<file path="src/shared/nesr_map.svh">
// Register map, field positions, command bytes and timing figures of the NAND controller
`ifndef NESR_MAP_SVH
`define NESR_MAP_SVH

// Register byte offsets
`define NESR_OFF_CTRL 8'h00
`define NESR_OFF_ADDR 8'h04
`define NESR_OFF_STAT 8'h08
`define NESR_OFF_ID 8'h0C

// Control register fields
`define NESR_CTRL_OP_LSB 0
`define NESR_CTRL_GO 4
`define NESR_CTRL_WP 8
`define NESR_CTRL_CHIP_LSB 12

// Status register fields
`define NESR_STAT_BUSY 0
`define NESR_STAT_DONE 1
`define NESR_STAT_FAIL 2
`define NESR_STAT_TOUT 3
`define NESR_STAT_REFUSED 4
`define NESR_STAT_SR_LSB 8

// Reset values
`define NESR_CTRL_RST 32'h0000_0000
`define NESR_ADDR_RST 10'h000

// Command bytes
`define NESR_CMD_ERASE1 8'h60
`define NESR_CMD_ERASE2 8'hD0
`define NESR_CMD_ID 8'h90
`define NESR_CMD_ID_ADDR 8'h00
`define NESR_CMD_STATUS 8'h70
`define NESR_CMD_RESET 8'hFF

// Status byte bits and block geometry
`define NESR_SR_PASS_FAIL 0
`define NESR_SR_READY 6
`define NESR_PAGES_PER_BLOCK 64
`define NESR_PAGE_BITS 6

// Timing figures in their own units
`define NESR_CLK_MHZ 20
`define NESR_T_WB_NS 100
`define NESR_T_WHR_NS 60
`define NESR_T_ADL_NS 100
`define NESR_T_GO_BUSY_US 5
`define NESR_T_ERASE_MS 3
`define NESR_T_RST_ERASE_US 500

`endif

</file>
<file path="src/shared/nesr_pkg.sv">
// Types shared by the NAND controller files
package nesr_pkg;

  // Sequencer states, one-hot
  typedef enum logic [7:0] {
    NESR_S_IDLE = 8'h01,
    NESR_S_CMD = 8'h02,
    NESR_S_ADDR = 8'h04,
    NESR_S_CMD2 = 8'h08,
    NESR_S_WAIT = 8'h10,
    NESR_S_GAP = 8'h20,
    NESR_S_READ = 8'h40,
    NESR_S_DONE = 8'h80
  } nesr_state_e;

  // Operations software can order
  typedef enum logic [1:0] {
    NESR_OP_STATUS = 2'h0,
    NESR_OP_ID = 2'h1,
    NESR_OP_ERASE = 2'h2,
    NESR_OP_RESET = 2'h3
  } nesr_op_e;

  // Flash strobe and data pins driven by the controller
  typedef struct packed {
    logic cle;
    logic ale;
    logic we_n;
    logic re_n;
    logic [7:0] io_out;
    logic io_oe_n;
  } nesr_pins_s;

endpackage : nesr_pkg

</file>
<file path="src/design/nesr_sync.sv">
// Two-flop synchroniser for pin inputs
`timescale 1ns/1ns
`default_nettype none

module nesr_sync #(
  parameter int W = 1
) (
  // Clock and reset
  input wire logic clk,
  input wire logic rst_n,
  // Asynchronous input and synchronised output
  input wire logic [W-1:0] d,
  output logic [W-1:0] q
);

  logic [W-1:0] meta_q;

  // First flop feeds only the second
  always_ff @(posedge clk or negedge rst_n) begin
    if (!rst_n) begin
      meta_q <= '0;
      q <= '0;
    end else begin
      meta_q <= d;
      q <= meta_q;
    end
  end

endmodule : nesr_sync

`default_nettype wire

</file>
<file path="src/design/nesr_ctrl.sv">
// NAND flash controller for block erase, ID read, status read and reset
//
// The address map and the APB interface to the registers were decided locally.
`timescale 1ns/1ns
`default_nettype none
`include "nesr_map.svh"

module nesr_ctrl
  import nesr_pkg::*;
#(
  parameter int CHIPS = 4,
  parameter int ERASE_CYC = `NESR_T_ERASE_MS * 1000 * `NESR_CLK_MHZ,
  parameter int RESET_CYC = `NESR_T_RST_ERASE_US * `NESR_CLK_MHZ
) (
  // Clock and reset
  input wire logic pclk,
  input wire logic presetn,
  // APB slave
  input wire logic psel,
  input wire logic penable,
  input wire logic pwrite,
  input wire logic [7:0] paddr,
  input wire logic [31:0] pwdata,
  output logic [31:0] prdata,
  output logic pready,
  output logic pslverr,
  // Flash pins
  output logic [CHIPS-1:0] ce_n,
  output nesr_pins_s pins,
  output logic wp_n,
  input wire logic [7:0] io_in,
  input wire logic rb_n
);

  localparam int TW = 17;
  localparam int CW = (CHIPS > 1) ? $clog2(CHIPS) : 1;
  localparam int WB_CYC = (`NESR_T_WB_NS * `NESR_CLK_MHZ + 999) / 1000 + 2;
  localparam int WHR_CYC = (`NESR_T_WHR_NS * `NESR_CLK_MHZ + 999) / 1000;
  localparam int ADL_CYC = (`NESR_T_ADL_NS * `NESR_CLK_MHZ + 999) / 1000;
  localparam int GAP_CYC = (WHR_CYC > ADL_CYC) ? WHR_CYC : ADL_CYC;
  localparam int GOB_CYC = `NESR_T_GO_BUSY_US * `NESR_CLK_MHZ;
  localparam logic [TW-1:0] ERASE_LIM = TW'(ERASE_CYC);
  localparam logic [TW-1:0] RESET_LIM = TW'(RESET_CYC);

  // Elaboration checks
  initial begin
    if (CHIPS < 1 || CHIPS > 16) $error("CHIPS must be 1 to 16");
    if (ERASE_CYC < GOB_CYC + 1 || ERASE_CYC >= 2 ** TW) $error("ERASE_CYC out of range");
    if (RESET_CYC < GOB_CYC + 1 || RESET_CYC >= 2 ** TW) $error("RESET_CYC out of range");
  end

  nesr_state_e state_q;
  nesr_op_e op_q;
  logic [2:0] phase_q;
  logic [1:0] cnt_q;
  logic [TW-1:0] timer_q;
  logic seen_busy_q;
  logic autost_q;
  logic [7:0] cmd_q;
  logic [CW-1:0] chip_q;
  logic wp_en_q;
  logic [9:0] block_q;
  logic done_q, fail_q, tout_q, refused_q;
  logic [7:0] sr_q;
  logic [31:0] id_q;
  logic rb_s;
  logic [7:0] io_s;
  logic wr, go, accept, allowed, busy;
  nesr_op_e op_new;
  logic [15:0] row_w;
  logic [7:0] addr_byte;
  logic [TW-1:0] limit;
  logic read_status;
  nesr_pins_s pin_d;

  // Pin inputs come from another timing world
  nesr_sync #(.W(9)) u_sync (
    .clk(pclk),
    .rst_n(presetn),
    .d({rb_n, io_in}),
    .q({rb_s, io_s})
  );

  // Bus decode; zero-wait slave
  assign pready = 1'b1;
  assign wr = psel && penable && pwrite;
  assign go = wr && (paddr == `NESR_OFF_CTRL) && pwdata[`NESR_CTRL_GO];
  assign op_new = nesr_op_e'(pwdata[`NESR_CTRL_OP_LSB +: 2]);
  assign busy = (state_q != NESR_S_IDLE);
  // Only status and reset pass while the flash is busy; erase is also refused while protected
  assign allowed = (op_new == NESR_OP_STATUS) || (op_new == NESR_OP_RESET) ||
                   (rb_s && ((op_new != NESR_OP_ERASE) || wp_en_q));
  assign accept = go && !busy && allowed;
  assign pslverr = psel && penable && (paddr != `NESR_OFF_CTRL) && (paddr != `NESR_OFF_ADDR) &&
                   (paddr != `NESR_OFF_STAT) && (paddr != `NESR_OFF_ID);

  // Block number sits above the page bits of the row address
  assign row_w = {block_q, 6'h00};
  assign addr_byte = (op_q == NESR_OP_ID) ? `NESR_CMD_ID_ADDR :
                     (cnt_q == 2'h0) ? row_w[7:0] : row_w[15:8];
  // Reset bound uses the worst case, reset out of an erase
  assign limit = (op_q == NESR_OP_ERASE) ? ERASE_LIM : RESET_LIM;
  assign read_status = autost_q || (op_q == NESR_OP_STATUS);

  // Software control registers
  always_ff @(posedge pclk or negedge presetn) begin
    if (!presetn) begin
      op_q <= NESR_OP_STATUS;
      chip_q <= '0;
      wp_en_q <= 1'b0;
      block_q <= `NESR_ADDR_RST;
    end else begin
      if (accept) begin
        op_q <= op_new;
        chip_q <= pwdata[`NESR_CTRL_CHIP_LSB +: CW];
      end
      if (wr && paddr == `NESR_OFF_CTRL && !busy) begin
        wp_en_q <= pwdata[`NESR_CTRL_WP];
      end
      if (wr && paddr == `NESR_OFF_ADDR && !busy) begin
        block_q <= pwdata[9:0];
      end
    end
  end

  // Sticky flags; a set in the clearing cycle wins
  always_ff @(posedge pclk or negedge presetn) begin
    if (!presetn) begin
      done_q <= 1'b0;
      fail_q <= 1'b0;
      tout_q <= 1'b0;
      refused_q <= 1'b0;
    end else begin
      if (wr && paddr == `NESR_OFF_STAT) begin
        if (pwdata[`NESR_STAT_DONE]) done_q <= 1'b0;
        if (pwdata[`NESR_STAT_FAIL]) fail_q <= 1'b0;
        if (pwdata[`NESR_STAT_TOUT]) tout_q <= 1'b0;
        if (pwdata[`NESR_STAT_REFUSED]) refused_q <= 1'b0;
      end
      if (state_q == NESR_S_DONE) done_q <= 1'b1;
      if (state_q == NESR_S_READ && phase_q == 3'h5 && autost_q && io_s[`NESR_SR_PASS_FAIL]) begin
        fail_q <= 1'b1;
      end
      if (state_q == NESR_S_WAIT && timer_q >= limit) tout_q <= 1'b1;
      if (go && !accept) refused_q <= 1'b1;
    end
  end

  // Operation sequencer
  always_ff @(posedge pclk or negedge presetn) begin
    if (!presetn) begin
      state_q <= NESR_S_IDLE;
      phase_q <= 3'h0;
      cnt_q <= 2'h0;
      timer_q <= '0;
      seen_busy_q <= 1'b0;
      autost_q <= 1'b0;
      cmd_q <= 8'h00;
    end else begin
      unique case (state_q)
        NESR_S_IDLE: begin
          phase_q <= 3'h0;
          cnt_q <= 2'h0;
          timer_q <= '0;
          autost_q <= 1'b0;
          if (accept) begin
            state_q <= NESR_S_CMD;
            unique case (op_new)
              NESR_OP_STATUS: cmd_q <= `NESR_CMD_STATUS;
              NESR_OP_ID: cmd_q <= `NESR_CMD_ID;
              NESR_OP_ERASE: cmd_q <= `NESR_CMD_ERASE1;
              NESR_OP_RESET: cmd_q <= `NESR_CMD_RESET;
            endcase
          end
        end
        NESR_S_CMD: begin
          phase_q <= phase_q + 3'h1;
          if (phase_q == 3'h3) begin
            phase_q <= 3'h0;
            cnt_q <= 2'h0;
            timer_q <= '0;
            seen_busy_q <= 1'b0;
            if (read_status) state_q <= NESR_S_GAP;
            else if (op_q == NESR_OP_RESET) state_q <= NESR_S_WAIT;
            else state_q <= NESR_S_ADDR;
          end
        end
        NESR_S_ADDR: begin
          phase_q <= phase_q + 3'h1;
          if (phase_q == 3'h3) begin
            phase_q <= 3'h0;
            cnt_q <= cnt_q + 2'h1;
            timer_q <= '0;
            if (op_q == NESR_OP_ID) begin
              state_q <= NESR_S_GAP;
            end else if (cnt_q == 2'h1) begin
              cmd_q <= `NESR_CMD_ERASE2;
              state_q <= NESR_S_CMD2;
            end
          end
        end
        NESR_S_CMD2: begin
          phase_q <= phase_q + 3'h1;
          if (phase_q == 3'h3) begin
            phase_q <= 3'h0;
            timer_q <= '0;
            seen_busy_q <= 1'b0;
            state_q <= NESR_S_WAIT;
          end
        end
        NESR_S_WAIT: begin
          timer_q <= timer_q + TW'(1);
          if (timer_q >= limit) begin
            state_q <= NESR_S_DONE;
          end else if (timer_q >= TW'(WB_CYC)) begin
            if (!rb_s) seen_busy_q <= 1'b1;
            // A ready flash may take a while to drop the busy line
            if (rb_s && (seen_busy_q || timer_q >= TW'(GOB_CYC))) begin
              if (op_q == NESR_OP_ERASE) begin
                autost_q <= 1'b1;
                cmd_q <= `NESR_CMD_STATUS;
                phase_q <= 3'h0;
                state_q <= NESR_S_CMD;
              end else begin
                state_q <= NESR_S_DONE;
              end
            end
          end
        end
        NESR_S_GAP: begin
          timer_q <= timer_q + TW'(1);
          if (timer_q >= TW'(GAP_CYC - 1)) begin
            phase_q <= 3'h0;
            cnt_q <= 2'h0;
            state_q <= NESR_S_READ;
          end
        end
        NESR_S_READ: begin
          phase_q <= phase_q + 3'h1;
          if (phase_q == 3'h7) begin
            cnt_q <= cnt_q + 2'h1;
            if (read_status || cnt_q == 2'h3) state_q <= NESR_S_DONE;
          end
        end
        NESR_S_DONE: begin
          state_q <= NESR_S_IDLE;
        end
        default: begin
          state_q <= NESR_S_IDLE;
        end
      endcase
    end
  end

  // Captured read data; status lands in its own byte, ID bytes in order
  always_ff @(posedge pclk or negedge presetn) begin
    if (!presetn) begin
      sr_q <= 8'h00;
      id_q <= 32'h0000_0000;
    end else if (state_q == NESR_S_READ && phase_q == 3'h5) begin
      if (read_status) sr_q <= io_s;
      else id_q[8 * cnt_q +: 8] <= io_s;
    end
  end

  // Pin levels; each command or address byte holds four cycles, strobe rises midway
  always_comb begin
    pin_d = '{cle: 1'b0, ale: 1'b0, we_n: 1'b1, re_n: 1'b1, io_out: 8'h00, io_oe_n: 1'b1};
    unique case (state_q)
      NESR_S_CMD, NESR_S_CMD2: begin
        pin_d.cle = 1'b1;
        pin_d.io_out = cmd_q;
        pin_d.io_oe_n = 1'b0;
        pin_d.we_n = (phase_q >= 3'h2);
      end
      NESR_S_ADDR: begin
        pin_d.ale = 1'b1;
        pin_d.io_out = addr_byte;
        pin_d.io_oe_n = 1'b0;
        pin_d.we_n = (phase_q >= 3'h2);
      end
      NESR_S_READ: begin
        pin_d.re_n = (phase_q >= 3'h6);
      end
      default: begin
      end
    endcase
  end

  // Registered pins; only the addressed chip is enabled
  always_ff @(posedge pclk or negedge presetn) begin
    if (!presetn) begin
      pins <= '{cle: 1'b0, ale: 1'b0, we_n: 1'b1, re_n: 1'b1, io_out: 8'h00, io_oe_n: 1'b1};
      ce_n <= '1;
      wp_n <= 1'b0;
    end else begin
      pins <= pin_d;
      wp_n <= wp_en_q;
      for (int i = 0; i < CHIPS; i++) begin
        ce_n[i] <= !(busy && (state_q != NESR_S_DONE) && (chip_q == CW'(i)));
      end
    end
  end

  // Read data is registered in the setup cycle; no program path, so page count stays zero
  always_ff @(posedge pclk or negedge presetn) begin
    if (!presetn) begin
      prdata <= 32'h0000_0000;
    end else if (psel && !penable) begin
      prdata <= 32'h0000_0000;
      unique case (paddr)
        `NESR_OFF_CTRL: begin
          prdata[`NESR_CTRL_OP_LSB +: 2] <= op_q;
          prdata[`NESR_CTRL_WP] <= wp_en_q;
          prdata[`NESR_CTRL_CHIP_LSB +: CW] <= chip_q;
        end
        `NESR_OFF_ADDR: prdata[9:0] <= block_q;
        `NESR_OFF_STAT: begin
          prdata[`NESR_STAT_BUSY] <= busy;
          prdata[`NESR_STAT_DONE] <= done_q;
          prdata[`NESR_STAT_FAIL] <= fail_q;
          prdata[`NESR_STAT_TOUT] <= tout_q;
          prdata[`NESR_STAT_REFUSED] <= refused_q;
          prdata[`NESR_STAT_SR_LSB +: 8] <= sr_q;
        end
        `NESR_OFF_ID: prdata <= id_q;
        default: begin
        end
      endcase
    end
  end

endmodule : nesr_ctrl

`default_nettype wire

</file>
<file path="config.mk">
export PLATFORM = sky130hd
export DESIGN_NAME = nesr_ctrl
export DESIGN_NICKNAME = d
export VERILOG_FILES = /design/src/shared/nesr_pkg.sv /design/src/design/nesr_sync.sv /design/src/design/nesr_ctrl.sv
export VERILOG_INCLUDE_DIRS = /design/src /design/src/shared
export SDC_FILE = /design/constraint.sdc
export NUM_CORES = 1
export LEC_CHECK = 0
export BUFFER_PORTS_ARGS = -buffer_cell sky130_fd_sc_hd__buf_2
export CORE_MARGIN = 4
export CORE_UTILIZATION = 25
export CTS_BUF_LIST = sky130_fd_sc_hd__clkbuf_8 sky130_fd_sc_hd__clkbuf_16
export CTS_CLUSTER_DIAMETER = 200
export DETAILED_ROUTE_END_ITERATION = 10
export GPL_TIMING_DRIVEN = 0
export PLACE_DENSITY = 0.4
export RECOVER_POWER = 50
export SLEW_MARGIN = 25
export SYNTH_ARGS = -nofsm -noshare
export SYNTH_HDL_FRONTEND = slang
export SYNTH_HIERARCHICAL = 1
export SYNTH_SLANG_ARGS = --single-unit
</file>
<file path="constraint.sdc">
create_clock -name pclk -period 5.4 [get_ports pclk]
set_clock_uncertainty 0.2 [all_clocks]
set_input_delay 0.27 -clock pclk [delete_from_list [all_inputs] [get_ports pclk]]
set_output_delay 0.27 -clock pclk [all_outputs]
set_load 0.02 [all_outputs]
</file>
==> impl_results.md, run 1 <==
* Power share of the combinational group at 0.188
* End-of-flow core utilization at 0.310
* GP Congestion at 0.783
* Critical Path Slowest Stage Cell: clkbuf_2
* Via-per-instance ratio at 4.55
* Clock latency on the worst-skew pair at 0.43 ns
* Non-filler cells, final at 1,285
* Setup bufs post-CTS at 0
* Share of post-route cells with drive strength above 1 at 0.148
* Sw power at 952 uW
* Slew Viols, Final at 96
* Antenna Nets Post-Route at 0
* Number of buffers inserted by port buffering at 82
* CORE AREA at 30,600 sq um
* DPL Wire Length at 16,200 um
* First-pass GRT wire length at 35,600 um
* CTS Hold Buffers Added at 22
* Diode count at 0
* Commonest non-fill, non-tap cell in the layout: dfrtp_1
* Initial DRC count at 423
* Total CTS buffers at 17
* Worst VDD drop at 0.000216 V
* Area delta synth->final at 22.2%
* Post-Syn Instances at 752
* Crit. End Element: async pin
* Yosys warns at 6
* Antenna violations before repair at 0
* CTS max path bufs at 2
* Wire per inst at 17.2 um
* Post-synth EDFFs at 0
* Flop pwr share at 0.414
* TNS Setup at 0 ns
* Largest net degree at the start of global routing at 72
* Finish-stage setup viols at 0
* FP Rows at 64
* Failing checks: capacitance limit, slew limit
* Clock share of power at 0.398
* Critical path type: in -> async
* Final Critical Period at 3.63 ns
* Part of the Yosys area used for sequential elements at 0.531
* Internal Power at 2240 uW
* CP cell instances: dlygate4sd3_1 -> clkbuf_1 -> clkbuf_2 -> buf_16
* Pwr per Cell Area at 337 nW/um^2
* Bufs and invs on worst path at 4
* Leak at 0.00424 uW
* RSZ-0062 raised after global routing: no
* Final wirelength at 22,000 um
* Fin crit share at 0.672
* Die Y at 184 um
* Tot Pwr at 3190 uW
* CTS-repair resized insts at 0
* Commonest cells after routing, fill and taps aside: dfrtp_1 (156), nand2_1 (146), clkbuf_1 (74)
* CTS tree: yes
* I/O pins at 106
* CP max stage delay at 1.36 ns
* Post-route DRC at 0
* CTS H-tree depth at 4
* Max Cap Viol at 2
* Grt ovf at 0
* Post-synth net total at 835
* Slew headroom at -0.249
* CP required at 5.73 ns
* Top-area cell type share of the netlist area at 0.503
* Worst EP arrival at 3.96 ns
* Synth Flop Type: dfrtp_1
* CP top delay family: buffers and inverters
* Startpoint class of the critical path: primary input
* Total number of vias at 5,843
* Layout fillers at 3,249
* Synth cell types at 73
* Chip width at 184 um
* Status: finished with violations
* Drt pass-1 iters at 4
* Switch share at 0.298
* Final net count at 960
* DP Cell Count at 1,232
* Initial Utilization at 0.253
* Max Clock Freq at 0.276 GHz
* Synthesized flop and latch total at 164
* Final instance area at 9470 sq um
* Clk pin slew, worst setup/hold paths at 0.06 ns
* Placed Area at 8720 sq um
* Post-synth top area cell: dfrtp_1
* Hold crit path type: reg -> reg
* Synth top area cells: dfrtp_1 (50%), nand2_1 (7.1%), ha_1 (4.7%)
* Global router's overall resource usage at 0.134
* Clock Tree Root: clkbuf_16
* Die Area at 33,900 sq um
* Sink Count at 164
* Post-Syn Area at 7750 sq um
* Syn avg cell area at 10.3 sq um
* Worst-path fanout max at 71
* Fin. Hold Viols at 0
* Post-synth ARST share at 1.00
* Via count of the first global-routing pass at 6,047
* Worst Tran Pin Value at 1.87 ns
per-layer routing:
layer | GRT usage | share of wire | wire length [um]
met5 | 0 | 0 | 0
met4 | 0.0337 | 0.0088 | 193
met1 | 0.192 | 0.50 | 11000
met2 | 0.210 | 0.46 | 10100
met3 | 0.0255 | 0.035 | 777
power by group through the flow:
stage          logic (uW)  clock network [uW]  registers [uW]
2_1_floorplan         369                   0            1360
3_3_place_gp          599                   0            1340
3_5_place_dp          605                   0            1340
4_1_cts               620                1310            1320
5_1_grt               673                1350            1330
6_report              600                1270            1320
cells in the mapped netlist, types with 5 or more instances:
cell type,number
inv_1,22
o21ai_0,69
clkbuf_1,22
a211oi_1,5
nand2b_1,6
a22o_1,6
dfrtp_1,156
mux2_2,26
nor4_1,5
nand3_1,32
and3_1,9
a2111oi_2,6
nand4_1,9
nor3_1,6
ha_1,29
a21o_1,7
nand2_1,146
a21oi_1,18
xnor2_1,12
a22oi_1,6
dfstp_2,8
buf_2,5
mux2i_1,8
nor2_1,48
through the flow:
step	setup slack, ns	hold slack, ns
after global routing	1.10	0.152
final	1.77	0.149
after floorplan	2.63	-0.226
after CTS	2.05	0.0876
after detailed placement	2.08	-0.0409
after global placement	0.992	0.135
flip-flops by register name, summed over array words and instances, names as in the netlist, 2 cells and up:
register and cells:
block_q 10, ce_n 4, chip_q 2, cmd_q 5, cnt_q 2, id_q 32
op_q 2, phase_q 3, pins 13, prdata 32, sr_q 8, state_q 8
timer_q 17, u_sync/meta_q 9, u_sync/q 9
layout make-up:
class	count	area [sq um]	share of cell area
timing repair buffer	106	598	0.0631
clock inverter	12	151	0.0160
tap	396	495	0.0523
inverter	22	82.6	0.00872
buffer	33	153	0.0161
clock buffer	19	453	0.0478
multi-input combinational	533	3420	0.362
sequential	164	4110	0.434
path summary, 6_finish.rpt:
path	from	endpoint	slack [ns]	cells past startpoint
setup / recovery	presetn	pins[10]	1.77	4
hold / removal	u_sync/meta_q[2]	u_sync/q[2]	0.15	0
setup reg to reg	op_q[0]	state_q[2]	2.08	9
hold reg to reg	u_sync/meta_q[2]	u_sync/q[2]	0.15	0
max in group pclk	op_q[0]	state_q[2]	2.08	9
min in group asynchronous	presetn	prdata[20]	0.69	2
cell families after synthesis:
logic type | synth area share
other cells | 0.000484
simple gates | 0.187
compound gates | 0.127
buf+inv | 0.0303
xor+xnor | 0.0169
fa+ha+maj | 0.0468
mux | 0.0602
flops | 0.531
Note: power is estimated with default switching activity, not from simulation.
==> run 2: changes to the inputs <==
Settings changed: ABC_AREA from default to 1, PLACE_DENSITY 0.4 to 0.41.
Clock period 5.4 ns to 3.1 ns, I/O delays scaled along.
==> run 2 against run 1 <==
  * The run now ends clean
  * First-iteration DRC count shrank 13%
  * Setup slack worse by 1.5 ns
  * Core utilization fell by 0.096 points
  * Global-route usage is 0.52 points higher
  * Routed wire length increased by 9.0%
  * Combinational power grew 67%
  * Design area increased by 3.1%
  * Power up 73%
==> impl_results.md, run 2 <==
* Critical path type: reg -> reg
* Fin crit share at 0.915
* R2R cell count at 15
* Crit. End Element: flip-flop
* Main combinational cell family by area after synthesis: simple AND/OR/NAND/NOR gates
* Share of post-route cells with drive strength above 1 at 0.110
* Part of the Yosys area used for sequential elements at 0.512
* Grt ovf at 0
* Post-synth EDFFs at 0
* Mux share of post-synthesis cell area at 0.0140
* CP top delay family: simple AND/OR/NAND/NOR gates
* Leak at 0.00475 uW
* Post-synth top area cell: dfrtp_1
* Total number of vias at 6,688
* Hold WS at 0.0225 ns
* Pwr per Cell Area at 564 nW/um^2
* Fin. Hold Viols at 0
* Top-area cell type share of the netlist area at 0.486
* Post-route DRC at 0
* Worst EP arrival at 2.98 ns
* Finish-stage setup viols at 0
* Slew Viols, Final at 0
* Commonest non-fill, non-tap cell in the layout: nand2_1
* Diode count at 0
* Post-Syn Instances at 954
* Drt pass-1 iters at 5
* Post-Synth Simple-Gate Area at 0.244
* Global router's overall resource usage at 0.140
* CP max stage delay at 0.44 ns
* Bufs and invs on worst path at 3
* Via-per-instance ratio at 4.46
* GP Congestion at 0.837
* Chip width at 187 um
* Die Area at 35,100 sq um
* Synth Area in Compound Gates at 0.102
* Post-synth net total at 1,037
* CTS H-tree depth at 4
* Area delta synth->final at 21.5%
* DPL Wire Length at 17,800 um
* Final wirelength at 24,000 um
* Setup bufs post-CTS at 0
* Top flop regs: id_q x32, prdata x32, timer_q x17
* Post-Synth XOR/XNOR Area at 0.0109
* RSZ-0062 raised after global routing: no
* Post-synth top cells: nand2_1 (231), dfrtp_1 (156), inv_1 (114)
* Worst reg2reg path endpoint: phase_q[0]
* Final net count at 1,169
* Critical Path Slowest Stage Cell: dfrtp_1
* Sink Count at 164
* Max Cap Viol at 0
* Syn avg cell area at 8.43 sq um
* First-pass GRT wire length at 38,600 um
* Hold crit path type: in -> reg
* Tot Pwr at 5510 uW
* Most frequent cell after synthesis: nand2_1
* Clock latency on the worst-skew pair at 0.45 ns
* Fraction of the mapped netlist area in adder cells at 0.0451
* CP required at 3.24 ns
* Worst VDD drop at 0.000380 V
* Crit Reg-Reg Startpoint: op_q[0]
* Status: finished clean
* Final Critical Period at 2.84 ns
* FP Rows at 65
* CORE AREA at 31,600 sq um
* Synth top area cells: dfrtp_1 (49%), nand2_1 (11%), inv_1 (5.3%)
* Synthesized flop and latch total at 164
* Initial Utilization at 0.254
* Hold Path Depth at 5
* Initial DRC count at 367
* Worst Hold Launch: psel
* Worst-case hold path end point: prdata[5]
* Worst-path fanout max at 10
* Clock Tree Root: clkbuf_16
* Worst Tran Pin Value at 0.893 ns
* Total CTS buffers at 17
* Antenna Nets Post-Route at 0
* Wire per inst at 16.0 um
* Antenna violations before repair at 0
* Die Y at 187 um
* Setup slack, reg-to-reg at 0.26 ns
* End-of-flow core utilization at 0.309
* CTS max path bufs at 2
* Post-synth ARST share at 1.00
* Commonest cells after routing, fill and taps aside: nand2_1 (232), dfrtp_1 (156), inv_1 (117)
* Top cell by count, worst path: nand2_1
* Synth cell types at 39
* Startpoint class of the critical path: flip-flop
* Final instance area at 9770 sq um
* Synth Flop Type: dfrtp_1
* CP cell instances: inv_1 -> nand2_1 -> inv_1 -> ha_1 -> nand2_1 -> nor2_1 -> nand2_1 -> nor2_1 -> nor2_1 -> nand2_1 -> nand2_1 -> buf_2 -> nand3_1 -> nand2_1 -> nand2_1
* Via count of the first global-routing pass at 6,816
* Max Clock Freq at 0.352 GHz
* Post-Syn Area at 8040 sq um
* Placed Area at 9030 sq um
* Yosys warns at 6
* Slew headroom at 0.404
* Clk pin slew, worst setup/hold paths at 0.07 ns
* I/O pins at 106
* CTS tree: yes
* Largest net degree at the start of global routing at 67
* Number of buffers inserted by port buffering at 84
run 2: cell count changes after synthesis, moves of 14 or more:
| cell | before | now |
|---|---|---|
| inv_1 | 22 | 114 |
| nand2_1 | 146 | 231 |
| nand3_1 | 32 | 83 |
| nor2_1 | 48 | 76 |
| mux2_2 | 26 | 10 |
| o21ai_1 | 0 | 14 |
| o31ai_1 | 2 | 16 |
run 2: worst max-delay path by stage:
stage,end,from,cells after the start,slack [ns]
final,phase_q[0],op_q[0],15,0.26
after global routing,phase_q[1],op_q[0],15,0.04
after CTS,id_q[20],cnt_q[0],7,0.19
after detailed placement,id_q[20],cnt_q[0],7,0.23
after global placement,u_sync/meta_q[6],presetn,1,-1.23
after floorplan,id_q[20],cnt_q[0],7,0.89
run 2: area by class of cell:
cell class | count | area (sq um)
fillers | 3396 | 21900
flip-flops and latches | 164 | 4110
multi-input cells | 646 | 3350
repair buffers | 113 | 648
well taps | 402 | 503
inverters | 122 | 458
clock buffers | 17 | 425
clock inverters | 15 | 154
plain buffers | 22 | 116
run 2: what timing repair did:
action,CTS,global route
gates resized for setup,0,2
hold endpoints to repair,128,0
endpoints found under the setup margin,0,8
hold buffers,27,0
run 2: per-stage QoR:
stage               instances  setup TNS (ns)  setup slack [ns]
finish                   1501               0             0.263
detailed placement       1442               0             0.230
CTS                      1501               0             0.192
global placement         1440         -190.32             -1.23
floorplan                 954               0             0.888
global route             1501               0            0.0375
run 2: cell families after synthesis:
family / count (synthesis)
compound gates: 149
xor+xnor: 10
fa+ha+maj: 29
buf+inv: 144
flops: 164
mux: 10
other cells: 1
simple gates: 447
run 2: power by group:
group	leakage, uW	internal [uW]	switching, uW
sequential	0.00216	2280	79.6
clock	0.000293	1190	954
combinational	0.00230	289	715
total	0.00475	3760	1750
run 2: worst min-delay path: cells and delay by family:
kind | cells | cell delay (ns)
buf+inv | 2 | 0.16
simple gates | 2 | 0.27
compound gates | 1 | 0.05
run 2: routing by layer:
| metal | wire length, um | GRT usage |
|---|---|---|
| met4 | 384 | 0.0429 |
| met2 | 11300 | 0.226 |
| met5 | 0 | 0 |
| met3 | 869 | 0.0291 |
| met1 | 11500 | 0.189 |
==> run 3: changes to the inputs <==
Settings changed: CORE_ASPECT_RATIO from default to 0.6.
==> run 3 against run 2 <==
  * The run now ends with capacitance limit, slew limit left
  * Sequential cell count unchanged
  * Non-clock buffer count stayed put
  * Via count up 2.3%
  * Critical path depth fell by 7
  * Power is 2.6% higher
  * Register-to-register slack worse by 0.09 ns
  * Global-route usage grew 1.3 points
  * Hold slack gained 0.097 ns
  * Combinational power increased by 5%
  * First-iteration DRC count is 59% higher
  * Highest routed layer unchanged
==> impl_results.md, run 3 (synthesis results as in run 2) <==
* Status: finished with violations
* Failing checks: capacitance limit, slew limit
* Worst EP arrival at 3.06 ns
* Via-per-instance ratio at 4.52
* CP startpoint: state_q[0]
* CTS max path bufs at 2
* Startpoint class of the critical path: flip-flop
* Initial DRC count at 583
* Commonest non-fill, non-tap cell in the layout: nand2_1
* CTS tree: yes
* Share of post-route cells with drive strength above 1 at 0.145
* Drt pass-1 iters at 5
* FP Rows at 50
* Top flop regs: id_q x32, prdata x32, timer_q x17
* Crit. End Element: flip-flop
* Clock Tree Root: clkbuf_16
* Clk pin slew, worst setup/hold paths at 0.07 ns
* Slew Viols, Final at 66
* Non-filler cells, final at 1,514
* Total CTS buffers at 17
* RSZ-0062 raised after global routing: yes
* Crit Reg-Reg Startpoint: state_q[0]
* Commonest cells after routing, fill and taps aside: nand2_1 (230), dfrtp_1 (156), inv_1 (114)
* Total number of vias at 6,842
* Layout fillers at 3,368
* Grt ovf at 0
* Antenna violations before repair at 0
* Max Clock Freq at 0.342 GHz
* Hold WS at 0.120 ns
* CORE AREA at 31,500 sq um
* Worst VDD drop at 0.000465 V
* Final instance area at 9860 sq um
* Fin. Hold Viols at 0
* CTS H-tree depth at 4
* Final wirelength at 26,300 um
* Finish-stage setup viols at 0
* Wire per inst at 17.4 um
* Global router's overall resource usage at 0.153
* R2R cell count at 8
* DPL Wire Length at 20,100 um
* Area delta synth->final at 22.6%
* Leak at 0.00485 uW
* Slew headroom at -0.123
* Worst Tran Pin Value at 1.68 ns
* Diode count at 0
* Fin crit share at 0.944
* Setup slack, reg-to-reg at 0.18 ns
* CP cell instances: inv_1 -> nor2_1 -> nand4_1 -> nor2_1 -> nand3_1 -> nand4_1 -> dlygate4sd3_1 -> nand2_1
* Worst-path fanout max at 9
* First-pass GRT wire length at 41,000 um
* Critical path type: reg -> reg
* CP required at 3.23 ns
* Hold Path Depth at 6
* Clock latency on the worst-skew pair at 0.45 ns
* Die Area at 35,200 sq um
* Worst reg2reg path endpoint: refused_q
* Chip width at 240 um
* I/O pins at 106
* Worst-case hold path end point: tout_q
* GP Congestion at 0.869
* CP max stage delay at 0.56 ns
* Worst Hold Launch: pwrite
* Critical Path Slowest Stage Cell: dlygate4sd3_1
* Initial Utilization at 0.256
* Final net count at 1,169
* Post-route DRC at 0
* Antenna Nets Post-Route at 0
* Max Cap Viol at 1
* Via count of the first global-routing pass at 6,721
* Number of buffers inserted by port buffering at 84
* Placed Area at 9050 sq um
* TNS Setup at 0 ns
* Hold crit path type: in -> reg
* Setup bufs post-CTS at 0
* Die Y at 147 um
* Largest net degree at the start of global routing at 84
* Final Critical Period at 2.92 ns
* Pwr per Cell Area at 574 nW/um^2
* Sink Count at 164
* DP Cell Count at 1,456
-- run 3: changes by cell type in the layout (fill, tap and decap cells not counted), moves of 2 or more --
cell / previous run / this run
nor2_1: 79 / 76
inv_6: 5 / 3
clkbuf_1: 63 / 31
nor2_2: 5 / 7
nand2_2: 4 / 6
buf_2: 38 / 70
nand2_1: 232 / 230
clkinvlp_4: 1 / 4
inv_1: 117 / 114
-- run 3: power by group --
part	internal [uW]	switching [uW]	total, uW
sequential	2280	91.1	2370
clock	1270	961	2230
combinational	298	755	1050
-- run 3: per-stage QoR --
| stage | util | worst slack [ns] | total power, uW |
|---|---|---|---|
| floorplan | - | 0.888 | 3030 |
| global placement | 0.285 | -1.25 | 3430 |
| detailed placement | 0.287 | 0.0282 | 3440 |
| CTS | 0.315 | 0.103 | 5740 |
| global route | 0.313 | -0.00431 | 5960 |
| finish | 0.313 | 0.175 | 5650 |
-- run 3: worst max path at each step --
| stage | depth (start not counted) | to |
|---|---|---|
| 6_report | 8 | refused_q |
| 5_1_grt | 7 | id_q[12] |
| 4_1_cts | 15 | phase_q[2] |
| 3_5_place_dp | 7 | id_q[21] |
| 3_3_place_gp | 1 | prdata[30] |
| 2_1_floorplan | 7 | id_q[20] |
-- run 3: critical path, delay by kind of cell, from the launching register on --
family / cells / cell delay [ns]
buffers and inverters: 2 / 0.62
DFF: 1 / 0.54
and+or+nand+nor: 6 / 1.45
-- run 3: metal layers --
metal	vias up	wire [um]	global-route usage
li1	3373	-	-
met1	3274	15200	0.261
met2	170	9370	0.184
met3	25	1380	0.0310
met4	0	342	0.0435
met5	-	0	0
-- run 3: area by class of cell --
type                       count  area, sq um  area share
clock inverter                14          176      0.0179
timing repair buffer         113          678      0.0688
tap                          416          520      0.0528
sequential                   164         4110       0.417
multi-input combinational    646         3370       0.342
buffer                        22          116      0.0118
inverter                     122          458      0.0464
clock buffer                  17          425      0.0431
-- run 3: timing repair --
action | 4_1_cts | 5_1_grt
hold endpoints to repair | 196 | 0
resized for setup | 1 | 2
hold buffers | 27 | 0
setup endpoints to repair | 1 | 16
